### config.mk
export PLATFORM = sky130hd
export DESIGN_NAME = pcsc_top
export DESIGN_NICKNAME = d
export VERILOG_FILES = /design/src/design/pcsc_pkg.sv /design/src/design/pcsc_top.sv
export SDC_FILE = /design/constraint.sdc
export NUM_CORES = 1
export LEC_CHECK = 0
export ABC_AREA = 1
export BUFFER_PORTS_ARGS = -buffer_cell sky130_fd_sc_hd__buf_2
export CAP_MARGIN = 20
export CORE_MARGIN = 5
export CORE_UTILIZATION = 45
export CTS_CLUSTER_DIAMETER = 50
export DETAILED_ROUTE_END_ITERATION = 6
export PLACE_DENSITY = 0.69
export SLEW_MARGIN = 20
export SYNTH_ARGS = -nofsm -noshare
export SYNTH_HDL_FRONTEND = slang
export SYNTH_SLANG_ARGS = --single-unit
### constraint.sdc
create_clock -name clk_sys -period 2.1 [get_ports clk_sys]
set_input_delay 0.105 -clock clk_sys [delete_from_list [all_inputs] [get_ports clk_sys]]
set_output_delay 0.105 -clock clk_sys [all_outputs]
set_load 0.02 [all_outputs]
### src/design/pcsc_pkg.sv
// Purpose: shared constants and types of the clock synthesis control block
// Assumes: 100 MHz system clock, 8-bit indexed sequencer register port
// Notes: the analog PLLs sit outside; this block only feeds them settings
package pcsc_pkg;
  // system clock
  localparam int CLK_PERIOD_NS = 10;
  // nominal settle time standing in for the variable load delay
  localparam int LOAD_DELAY_NS = 500;
  localparam int LOAD_DELAY_CYC = (LOAD_DELAY_NS + CLK_PERIOD_NS - 1) / CLK_PERIOD_NS;
  localparam int DLY_W = 8;

  // sequencer indices
  localparam logic [7:0] IDX_FEAT_CLK_SEL = 8'h0B;
  localparam logic [7:0] IDX_MCLK_DIV = 8'h10;
  localparam logic [7:0] IDX_MCLK_MUL = 8'h11;
  localparam logic [7:0] IDX_ENH_DIV = 8'h12;
  localparam logic [7:0] IDX_ENH_MUL = 8'h13;
  localparam logic [7:0] IDX_TEST_CTL = 8'h14;
  localparam logic [7:0] IDX_LOAD_CTL = 8'h15;
  localparam logic [7:0] IDX_CNT_HIGH = 8'h16;
  localparam logic [7:0] IDX_CNT_LOW = 8'h17;
  localparam logic [7:0] IDX_SETB_DIV = 8'h21;
  localparam logic [7:0] IDX_SETB_MUL = 8'h22;
  localparam logic [7:0] IDX_SETC_DIV = 8'h23;
  localparam logic [7:0] IDX_SETC_MUL = 8'h24;

  // field positions
  localparam int MUL_LSB = 0;
  localparam int MUL_W = 7;
  localparam int DIV_LSB = 0;
  localparam int DIV_W = 5;
  localparam int MRANGE_LSB = 4;
  localparam int VRANGE_LSB = 5;
  localparam int RANGE_W = 3;
  localparam logic [2:0] MRANGE_MAX = 3'h3;
  localparam logic [2:0] VRANGE_MAX = 3'h4;
  localparam int LD_MCLK_BIT = 0;
  localparam int LD_PASSTHROUGH_CLOCK_IN_BIT = 1;
  localparam int LD_HALVE_BIT = 4;
  localparam int LD_IMM_BIT = 5;
  localparam int TST_GATE_BIT = 2;
  localparam int TST_SEL_BIT = 3;
  localparam int TST_CLR_BIT = 4;
  localparam int FEAT_VAFC_BIT = 1;
  localparam int CNT_W = 16;

  // clock-select codes of the misc output register
  localparam logic [1:0] CSEL_SET_B = 2'h0;
  localparam logic [1:0] CSEL_SET_C = 2'h1;
  localparam logic [1:0] CSEL_ENH = 2'h3;

  // settings driven to one analog PLL
  typedef struct packed {
    logic [7:0] m_plus2;
    logic [5:0] n_plus2;
    logic [4:0] post_div;
    logic [2:0] range;
  } pcsc_pll_cfg_type;

  // source of the pixel input clock
  typedef enum logic [1:0] {
    PCSC_SRC_VIDEO,
    PCSC_SRC_FEATURE,
    PCSC_SRC_PASSTHRU
  } pcsc_pix_src_type;

  // pixel input clock derivation controls
  typedef struct packed {
    pcsc_pix_src_type src;
    logic invert;
    logic [2:0] fraction;
    logic halve;
  } pcsc_pix_ctl_type;

  // control bits that live in other register files
  typedef struct packed {
    logic [1:0] clk_sel;
    logic pix_invert;
    logic [2:0] pix_fraction;
    logic border_clk_bit3;
  } pcsc_ext_ctl_type;
endpackage

### src/design/pcsc_top.sv
// Purpose: sequencer clock registers, PLL parameter loading, pixel clock
//   selection and clock frequency measurement
// Assumes: measured clocks are slower than a quarter of clk_sys
// Notes: PLLs, oscillator and clock muxes themselves are analog/outside
module pcsc_top #(
  parameter logic [7:0] SETB_MUL_RST = 8'h00,
  parameter logic [7:0] SETB_DIV_RST = 8'h00,
  parameter logic [7:0] SETC_MUL_RST = 8'h00,
  parameter logic [7:0] SETC_DIV_RST = 8'h00,
  parameter logic [7:0] MCLK_MUL_RST = 8'h00,
  parameter logic [7:0] MCLK_DIV_RST = 8'h00,
  parameter int LOAD_DELAY = pcsc_pkg::LOAD_DELAY_CYC
) (
  // clock and reset
  input wire logic clk_sys,
  input wire logic rst_b,
  // indexed sequencer register port
  input wire logic reg_wr,
  input wire logic reg_rd,
  input wire logic [7:0] reg_index,
  input wire logic [7:0] reg_wdata,
  output logic [7:0] reg_rdata,
  // bits from other register files
  input wire pcsc_pkg::pcsc_ext_ctl_type ext_ctl,
  // pins and measured clocks, asynchronous to clk_sys
  input wire logic passthrough_clock_enable,
  input wire logic mclk_meas,
  input wire logic video_clock_meas,
  // settings toward the analog PLLs and pixel clock mux
  output pcsc_pkg::pcsc_pll_cfg_type mclk_cfg,
  output pcsc_pkg::pcsc_pll_cfg_type video_clock_cfg,
  output pcsc_pkg::pcsc_pix_ctl_type pixel_input_clock_ctl
);

  // elaboration check: the delay counter must be able to reach its target
  if (LOAD_DELAY < 1 || LOAD_DELAY >= (1 << pcsc_pkg::DLY_W)) begin : g_bad_delay
    $error("pcsc_top: LOAD_DELAY out of range");
  end

  // register file storage
  logic [7:0] mclk_div_r, mclk_div_nxt; // mclk_divider_range
  logic [7:0] mclk_mul_r, mclk_mul_nxt; // mclk_multiplier
  logic [7:0] enh_div_r, enh_div_nxt; // video_clock_enh_divider_range
  logic [7:0] enh_mul_r, enh_mul_nxt; // video_clock_enh_multiplier
  logic [7:0] setb_div_r, setb_div_nxt; // video_clock_set_b_divider_range
  logic [7:0] setb_mul_r, setb_mul_nxt; // video_clock_set_b_multiplier
  logic [7:0] setc_div_r, setc_div_nxt; // video_clock_set_c_divider_range
  logic [7:0] setc_mul_r, setc_mul_nxt; // video_clock_set_c_multiplier
  logic [7:0] test_ctl_r, test_ctl_nxt; // clock_test_control
  logic [7:0] load_ctl_r, load_ctl_nxt; // clock_load_control
  logic [7:0] feat_sel_r, feat_sel_nxt; // feature_clock_select
  logic [7:0] rdata_r, rdata_nxt; // registered read data
  logic [7:0] low_shadow_r, low_shadow_nxt; // low byte caught at high read
  logic [pcsc_pkg::CNT_W-1:0] count_r; // measurement count

  // clamp a range code to its legal top
  function automatic logic [2:0] clamp_range(input logic [2:0] code, input logic [2:0] top);
    clamp_range = (code > top) ? top : code;
  endfunction

  // register writes; range fields saturate, reserved bits store zero
  always_comb begin
    mclk_div_nxt = mclk_div_r;
    mclk_mul_nxt = mclk_mul_r;
    enh_div_nxt = enh_div_r;
    enh_mul_nxt = enh_mul_r;
    setb_div_nxt = setb_div_r;
    setb_mul_nxt = setb_mul_r;
    setc_div_nxt = setc_div_r;
    setc_mul_nxt = setc_mul_r;
    test_ctl_nxt = test_ctl_r;
    load_ctl_nxt = load_ctl_r;
    feat_sel_nxt = feat_sel_r;
    if (reg_wr) begin
      case (reg_index)
        pcsc_pkg::IDX_MCLK_DIV: begin
          mclk_div_nxt = {1'b0,
            clamp_range(reg_wdata[pcsc_pkg::MRANGE_LSB +: pcsc_pkg::RANGE_W],
                        pcsc_pkg::MRANGE_MAX),
            reg_wdata[3:0]};
        end
        pcsc_pkg::IDX_MCLK_MUL: mclk_mul_nxt = {1'b0, reg_wdata[6:0]};
        pcsc_pkg::IDX_ENH_DIV: begin
          enh_div_nxt = {clamp_range(reg_wdata[pcsc_pkg::VRANGE_LSB +: pcsc_pkg::RANGE_W],
                                     pcsc_pkg::VRANGE_MAX),
                         reg_wdata[4:0]};
        end
        pcsc_pkg::IDX_ENH_MUL: enh_mul_nxt = {1'b0, reg_wdata[6:0]};
        pcsc_pkg::IDX_SETB_DIV: begin
          setb_div_nxt = {clamp_range(reg_wdata[pcsc_pkg::VRANGE_LSB +: pcsc_pkg::RANGE_W],
                                      pcsc_pkg::VRANGE_MAX),
                          reg_wdata[4:0]};
        end
        pcsc_pkg::IDX_SETB_MUL: setb_mul_nxt = {1'b0, reg_wdata[6:0]};
        pcsc_pkg::IDX_SETC_DIV: begin
          setc_div_nxt = {clamp_range(reg_wdata[pcsc_pkg::VRANGE_LSB +: pcsc_pkg::RANGE_W],
                                      pcsc_pkg::VRANGE_MAX),
                          reg_wdata[4:0]};
        end
        pcsc_pkg::IDX_SETC_MUL: setc_mul_nxt = {1'b0, reg_wdata[6:0]};
        pcsc_pkg::IDX_TEST_CTL: test_ctl_nxt = reg_wdata;
        pcsc_pkg::IDX_LOAD_CTL: load_ctl_nxt = reg_wdata;
        pcsc_pkg::IDX_FEAT_CLK_SEL: feat_sel_nxt = reg_wdata;
        default: ; // count registers are read only; others ignored
      endcase
    end
  end

  // read path: one cycle latency; the high-byte read freezes the low byte
  // so a high-then-low pair always belongs to one count
  always_comb begin
    rdata_nxt = rdata_r;
    low_shadow_nxt = low_shadow_r;
    if (reg_rd) begin
      case (reg_index)
        pcsc_pkg::IDX_MCLK_DIV: rdata_nxt = mclk_div_r;
        pcsc_pkg::IDX_MCLK_MUL: rdata_nxt = mclk_mul_r;
        pcsc_pkg::IDX_ENH_DIV: rdata_nxt = enh_div_r;
        pcsc_pkg::IDX_ENH_MUL: rdata_nxt = enh_mul_r;
        pcsc_pkg::IDX_SETB_DIV: rdata_nxt = setb_div_r;
        pcsc_pkg::IDX_SETB_MUL: rdata_nxt = setb_mul_r;
        pcsc_pkg::IDX_SETC_DIV: rdata_nxt = setc_div_r;
        pcsc_pkg::IDX_SETC_MUL: rdata_nxt = setc_mul_r;
        pcsc_pkg::IDX_TEST_CTL: rdata_nxt = test_ctl_r;
        pcsc_pkg::IDX_LOAD_CTL: rdata_nxt = load_ctl_r;
        pcsc_pkg::IDX_FEAT_CLK_SEL: rdata_nxt = feat_sel_r;
        pcsc_pkg::IDX_CNT_HIGH: begin
          rdata_nxt = count_r[15:8];
          low_shadow_nxt = count_r[7:0];
        end
        pcsc_pkg::IDX_CNT_LOW: rdata_nxt = low_shadow_r;
        default: rdata_nxt = 8'h00; // unmapped index reads zero
      endcase
    end
  end

  // register file flops; power-on values of the VGA pairs are parameters
  always_ff @(posedge clk_sys) begin
    if (!rst_b) begin
      mclk_div_r <= MCLK_DIV_RST;
      mclk_mul_r <= MCLK_MUL_RST;
      enh_div_r <= 8'h00; // undefined at power-on, zero here
      enh_mul_r <= 8'h00;
      setb_div_r <= SETB_DIV_RST;
      setb_mul_r <= SETB_MUL_RST;
      setc_div_r <= SETC_DIV_RST;
      setc_mul_r <= SETC_MUL_RST;
      test_ctl_r <= 8'h00;
      load_ctl_r <= 8'h00;
      feat_sel_r <= 8'h00;
      rdata_r <= 8'h00;
      low_shadow_r <= 8'h00;
    end else begin
      mclk_div_r <= mclk_div_nxt;
      mclk_mul_r <= mclk_mul_nxt;
      enh_div_r <= enh_div_nxt;
      enh_mul_r <= enh_mul_nxt;
      setb_div_r <= setb_div_nxt;
      setb_mul_r <= setb_mul_nxt;
      setc_div_r <= setc_div_nxt;
      setc_mul_r <= setc_mul_nxt;
      test_ctl_r <= test_ctl_nxt;
      load_ctl_r <= load_ctl_nxt;
      feat_sel_r <= feat_sel_nxt;
      rdata_r <= rdata_nxt;
      low_shadow_r <= low_shadow_nxt;
    end
  end
  assign reg_rdata = rdata_r;
  // build PLL settings from a multiplier and divider/range pair
  function automatic pcsc_pkg::pcsc_pll_cfg_type make_cfg(input logic [6:0] mul,
                                                         input logic [4:0] div,
                                                         input logic [2:0] range);
    make_cfg.m_plus2 = {1'b0, mul} + 8'h02;
    make_cfg.n_plus2 = {1'b0, div} + 6'h02;
    make_cfg.post_div = 5'h01 << range;
    make_cfg.range = range;
  endfunction

  // candidate settings: selected video pair and memory pair
  pcsc_pkg::pcsc_pll_cfg_type vsel_cfg; // video pair picked by clk_sel
  pcsc_pkg::pcsc_pll_cfg_type mreg_cfg; // memory pair as programmed
  logic vsel_valid; // select code 10 names no pair; keep what runs

  always_comb begin
    mreg_cfg = make_cfg(mclk_mul_r[6:0], mclk_div_r[4:0],
                        mclk_div_r[pcsc_pkg::MRANGE_LSB +: pcsc_pkg::RANGE_W]);
    vsel_valid = 1'b1;
    case (ext_ctl.clk_sel)
      pcsc_pkg::CSEL_SET_B: begin
        vsel_cfg = make_cfg(setb_mul_r[6:0], setb_div_r[4:0],
                            setb_div_r[pcsc_pkg::VRANGE_LSB +: pcsc_pkg::RANGE_W]);
      end
      pcsc_pkg::CSEL_SET_C: begin
        vsel_cfg = make_cfg(setc_mul_r[6:0], setc_div_r[4:0],
                            setc_div_r[pcsc_pkg::VRANGE_LSB +: pcsc_pkg::RANGE_W]);
      end
      pcsc_pkg::CSEL_ENH: begin
        vsel_cfg = make_cfg(enh_mul_r[6:0], enh_div_r[4:0],
                            enh_div_r[pcsc_pkg::VRANGE_LSB +: pcsc_pkg::RANGE_W]);
      end
      default: begin
        vsel_cfg = video_clock_cfg;
        vsel_valid = 1'b0;
      end
    endcase
  end

  // loading of active settings; index 0 memory, 1 video
  logic [pcsc_pkg::DLY_W-1:0] dly_r [2];
  logic [pcsc_pkg::DLY_W-1:0] dly_nxt [2];
  logic imm_prev_r, imm_prev_nxt; // last seen immediate-load bit
  pcsc_pkg::pcsc_pll_cfg_type mact_r, mact_nxt;
  pcsc_pkg::pcsc_pll_cfg_type vact_r, vact_nxt;
  logic imm_fall; // immediate bit went 1 -> 0
  logic [1:0] armed; // delayed loading requested per PLL
  logic [1:0] fire; // delayed load due this cycle
  // a stuck-high load bit reloads once per delay period; harmless for the
  // video pair, which is meant to be left set, and why memory must clear it
  always_comb begin
    imm_fall = imm_prev_r & ~load_ctl_r[pcsc_pkg::LD_IMM_BIT];
    imm_prev_nxt = load_ctl_r[pcsc_pkg::LD_IMM_BIT];
    armed[0] = load_ctl_r[pcsc_pkg::LD_MCLK_BIT] & ~load_ctl_r[pcsc_pkg::LD_IMM_BIT];
    armed[1] = load_ctl_r[pcsc_pkg::LD_PASSTHROUGH_CLOCK_IN_BIT] & ~load_ctl_r[pcsc_pkg::LD_IMM_BIT];
    for (int i = 0; i < 2; i++) begin
      fire[i] = armed[i] && (dly_r[i] == LOAD_DELAY[pcsc_pkg::DLY_W-1:0]);
      if (!armed[i] || fire[i]) begin
        dly_nxt[i] = '0;
      end else begin
        dly_nxt[i] = dly_r[i] + 1'b1;
      end
    end
    mact_nxt = mact_r;
    vact_nxt = vact_r;
    if (imm_fall || fire[0]) begin
      mact_nxt = mreg_cfg;
    end
    if ((imm_fall || fire[1]) && vsel_valid) begin
      vact_nxt = vsel_cfg;
    end
  end

  // active settings come up as the power-on pairs
  always_ff @(posedge clk_sys) begin
    if (!rst_b) begin
      dly_r[0] <= '0;
      dly_r[1] <= '0;
      imm_prev_r <= 1'b0;
      mact_r <= make_cfg(MCLK_MUL_RST[6:0], MCLK_DIV_RST[4:0],
                         MCLK_DIV_RST[pcsc_pkg::MRANGE_LSB +: pcsc_pkg::RANGE_W]);
      vact_r <= make_cfg(SETB_MUL_RST[6:0], SETB_DIV_RST[4:0],
                         SETB_DIV_RST[pcsc_pkg::VRANGE_LSB +: pcsc_pkg::RANGE_W]);
    end else begin
      dly_r[0] <= dly_nxt[0];
      dly_r[1] <= dly_nxt[1];
      imm_prev_r <= imm_prev_nxt;
      mact_r <= mact_nxt;
      vact_r <= vact_nxt;
    end
  end
  assign mclk_cfg = mact_r;
  assign video_clock_cfg = vact_r;

  // three-stage samplers for asynchronous inputs: [0] enable pin,
  // [1] memory clock, [2] video clock
  logic [2:0] sync1_r, sync2_r, sync3_r, filt_r;
  logic [2:0] filt_nxt;

  // a change counts only when stages two and three agree
  always_comb begin
    for (int i = 0; i < 3; i++) begin
      filt_nxt[i] = (sync2_r[i] == sync3_r[i]) ? sync3_r[i] : filt_r[i];
    end
  end

  always_ff @(posedge clk_sys) begin
    if (!rst_b) begin
      sync1_r <= 3'h0;
      sync2_r <= 3'h0;
      sync3_r <= 3'h0;
      filt_r <= 3'h0;
    end else begin
      sync1_r <= {video_clock_meas, mclk_meas, passthrough_clock_enable};
      sync2_r <= sync1_r;
      sync3_r <= sync2_r;
      filt_r <= filt_nxt;
    end
  end

  // pixel input clock derivation; with border_clk_bit3 clear, passthrough wins
  // over the feature connector since its enable is an explicit request from the far side
  pcsc_pkg::pcsc_pix_ctl_type pix_nxt, pix_r;

  always_comb begin
    pix_nxt.invert = ext_ctl.pix_invert;
    pix_nxt.fraction = ext_ctl.pix_fraction;
    pix_nxt.halve = load_ctl_r[pcsc_pkg::LD_HALVE_BIT] & ~ext_ctl.border_clk_bit3;
    if (filt_r[0] && !ext_ctl.border_clk_bit3) begin
      pix_nxt.src = pcsc_pkg::PCSC_SRC_PASSTHRU;
    end else if (feat_sel_r[pcsc_pkg::FEAT_VAFC_BIT]) begin
      pix_nxt.src = pcsc_pkg::PCSC_SRC_FEATURE;
    end else begin
      pix_nxt.src = pcsc_pkg::PCSC_SRC_VIDEO;
    end
  end

  always_ff @(posedge clk_sys) begin
    if (!rst_b) begin
      pix_r <= '{src: pcsc_pkg::PCSC_SRC_VIDEO, invert: 1'b0, fraction: 3'h0, halve: 1'b0};
    end else begin
      pix_r <= pix_nxt;
    end
  end
  assign pixel_input_clock_ctl = pix_r;

  // frequency measurement: rising edges of the chosen clock while gated
  logic [pcsc_pkg::CNT_W-1:0] count_nxt;
  logic clr_prev_r, clr_prev_nxt; // last seen clear bit
  logic sel_edge; // filtered rising edge of the measured clock

  always_comb begin
    clr_prev_nxt = test_ctl_r[pcsc_pkg::TST_CLR_BIT];
    if (test_ctl_r[pcsc_pkg::TST_SEL_BIT]) begin
      sel_edge = filt_nxt[2] & ~filt_r[2];
    end else begin
      sel_edge = filt_nxt[1] & ~filt_r[1];
    end
    if (clr_prev_r != test_ctl_r[pcsc_pkg::TST_CLR_BIT]) begin
      count_nxt = '0;
    end else if (test_ctl_r[pcsc_pkg::TST_GATE_BIT] && sel_edge) begin
      count_nxt = count_r + 1'b1;
    end else begin
      count_nxt = count_r;
    end
  end

  always_ff @(posedge clk_sys) begin
    if (!rst_b) begin
      count_r <= '0;
      clr_prev_r <= 1'b0;
    end else begin
      count_r <= count_nxt;
      clr_prev_r <= clr_prev_nxt;
    end
  end
endmodule

==> flow_metrics.py <==
metrics = {
    "synthesis": {
        "synthCells": 1217,
        "syn-num-nets": 1256,
        "netlist_area_sq_um": 8860,
        "yosysSeqAreaShare_pct": 44.3,
        "yosysWarnings": 0,
        "synth.avg_cell_area_sq_um": 7.28,
        "ys_ff_latch": 196,
        "synth_cell_type_count": 41,
    },
    "setup_path": {
        "end_kind": "flop",
        "path_max_fanout": 15,
        "rr_worst_depth": 9,
        "r2r_slack_ns": 0.33,
        "cp.required_ns": 2.39,
        "critPathLaunchType": "flop",
        "cp.arrival_ns": 2.06,
        "critPathKind": "reg -> reg",
    },
    "min_path": {
        "worst_hold_path_type": "in -> reg",
        "holdPathStages": 3,
    },
    "place": {
        "portBuffers": 88,
        "placed_area_sq_um": 9440,
        "gp_congestion": 0.946,
        "post-dp-hpwl_um": 17200,
    },
    "drt": {
        "viasPerCell": 5.18,
        "via_count": 8133,
        "wire_per_inst_um": 15.3,
        "wl_um": 24100,
        "drtIter0Drc": 786,
        "drc": 0,
        "first_pass_iters": 5,
        "detail-route-antenna-nets": 0,
    },
    "finish": {
        "postLayoutCellArea_sq_um": 10100,
        "layout_commonest_cell": "dfxtp_1",
        "fillCellCount": 1897,
        "syn_to_final_growth_pct": 14.1,
        "diodes": 0,
        "final_nets": 1332,
        "layout_common_cells": "196 x dfxtp_1, 190 x nand2_1, 146 x a21oi_1, 145 x inv_1, 136 x o21ai_0",
        "final_layout_size_suffix_gt1_share_pct": 14.3,
    },
    "clock_tree": {
        "h-tree-depth": 4,
        "cts_sinks": 196,
        "cts_buffers": 17,
        "clock_path_buffers": 2,
        "clkTransAtPathRegs_ns": 0.07,
        "cts_tree": "yes",
        "cts_root_buf": "clkbuf_16",
        "insertion_delay_ns": 0.44,
        "cts_resized": 0,
    },
    "timing": {
        "drv_slew": 0,
        "fin_skew_ns": 0.00948,
        "timing.fmax_mhz": 565,
        "finalSetupViolations": 0,
        "worst_slew_pin_slew_ns": 0.762,
        "relSlewSlack_pct": 48.7,
        "rsz0062_at_grt": "no",
        "finalCriticalPeriod_ns": 1.77,
        "finalCritPeriodShare_pct": 84.3,
        "tns_ns": 0,
        "hold_viol": 0,
    },
    "floorplanning": {
        "die_h_um": 150,
        "num_io_pins": 89,
        "initial_utilization_pct": 45.7,
        "row_count": 51,
        "fp.dieW_um": 150,
        "die_area_sq_um": 22600,
        "core_sq_um": 19400,
    },
    "global_route": {
        "grt_pass1_wl_um": 38600,
        "track_usage_pct": 21.6,
        "grt_antenna_before_repair": 0,
        "grt_start_max_net_pins": 118,
        "first_global_vias": 7412,
        "grt-ovfl-total": 0,
    },
    "power_and_ir_drop": {
        "p_sw_share_pct": 23.6,
        "pwr-share-clk_pct": 43.6,
        "intPower_uw": 5570,
        "ir_drop_uv": 526,
        "p_comb_share_pct": 5.1,
        "power_density_nw_per_um2": 721,
        "switching_power_uw": 1720,
        "leakagePower_uw": 0.00414,
        "seqPwrFrac_pct": 51.3,
    },
    "outcome": {
        "run_status": "finished, final reports clean",
    },
    "flow_run": {
        "drv_cap": 0,
    },
}
-- layout make-up --
cell class / count / area, sq um / share of cell area [%]
multi-input cells: 810 / 4040 / 40.0
flip-flops and latches: 196 / 3920 / 38.8
inverters: 156 / 586 / 5.80
clock buffers: 21 / 470 / 4.66
clock inverters: 10 / 98.8 / 0.978
repair buffers: 112 / 656 / 6.49
well taps: 265 / 332 / 3.28
-- state kept, by name (all words and copies together), names as in the netlist, 3 cells and up --
name and flops:
feat_sel_r 8, enh_mul_r 7, enh_div_r 8, mclk_cfg 22, mclk_div_r 7, setc_mul_r 7
video_clock_cfg 22, setb_mul_r 7, pixel_input_clock_ctl 7, low_shadow_r 8, filt_r 3, mclk_mul_r 7
reg_rdata 8, sync1_r 3, count_r 16, setc_div_r 8, sync2_r 3, setb_div_r 8
sync3_r 3, dly_r 16, load_ctl_r 8, test_ctl_r 8
-- synth_stat cells (all sizes together) --
cell | number | area [sq um]
a211oi | 1 | 7.51
a21oi | 149 | 757
a22oi | 3 | 36.3
and3 | 2 | 12.5
buf | 32 | 225
clkbuf | 23 | 86.3
clkinv | 1 | 3.75
dfxtp | 196 | 3920
ha | 9 | 113
inv | 155 | 582
nand2 | 200 | 781
nand3 | 114 | 616
nand4 | 13 | 81.3
nor2 | 127 | 553
nor3 | 19 | 110
nor3b | 2 | 15.0
nor4 | 2 | 18.8
o211ai | 2 | 15.0
o21ai | 140 | 701
o21bai | 1 | 7.51
o221ai | 3 | 26.3
o22ai | 4 | 25.0
or2 | 2 | 12.5
xnor2 | 6 | 52.6
xor2 | 11 | 96.3
-- layer usage --
layer | global-route usage (%) | routed length, um
met5 | 0 | 0
met2 | 33.6 | 10700
met1 | 30.6 | 11400
met3 | 3.64 | 1430
met4 | 6.91 | 513
-- kinds of logic (layout without fill, tap and decap cells) --
family / after synthesis / after routing / share of synthesized area (%)
xor gates and xnor gates: 17 / 17 / 1.68
and+or+nand+nor: 481 / 481 / 24.8
DFF: 196 / 196 / 44.3
buffers and inverters: 211 / 299 / 10.1
AOI/OAI and AO/OA: 303 / 303 / 17.8
adders and majority gates: 9 / 9 / 1.27
-- power by group through the flow --
stage	clock network, uW	logic (uW)	registers, uW
6_report	3170	372	3740
2_1_floorplan	0	223	3830
3_5_place_dp	0	352	3820
4_1_cts	3220	367	3740
3_3_place_gp	0	350	3820
5_1_grt	3390	411	3740
-- worst paths after layout --
path / end / from
max: mclk_cfg[15]$_SDFFE_PN1P_ / dly_r[0][0]$_SDFF_PP0_
min reg2reg: sync2_r[1]$_SDFF_PN0_ / sync1_r[1]$_SDFF_PN0_
max reg2reg: mclk_cfg[15]$_SDFFE_PN1P_ / dly_r[0][0]$_SDFF_PP0_
min: enh_mul_r[1]$_SDFFE_PN0P_ / reg_wdata[1]
-- through the flow --
step	std cells	util (%)	hold slack [ns]	total power, uW	worst slack, ns
after CTS	1570	52.1	0.0514	7330	0.340
after global placement	1530	48.7	0.286	4170	0.402
final	1570	52.1	0.0748	7280	0.330
after global routing	1570	52.1	0.0681	7530	0.172
after detailed placement	1530	48.7	0.291	4170	0.344
after floorplan	1217	-	0.183	4050	0.652
-- critical path: stages (launching register included) --
cell	delay [ns]
dfxtp_1	0.34
inv_1	0.07
ha_1	0.14
nand2_1	0.06
nor4_2	0.18
nand2_1	0.08
nand2_1	0.26
inv_1	0.29
nand2_1	0.12
o211ai_1	0.08
-- timing repair --
item                                    4_1_cts  5_1_grt
setup buffers                                 0        0
hold endpoints to repair                     16        0
hold buffers                                  9        0
endpoints found under the setup margin        0        0
Power figures use the tool's default switching activity.
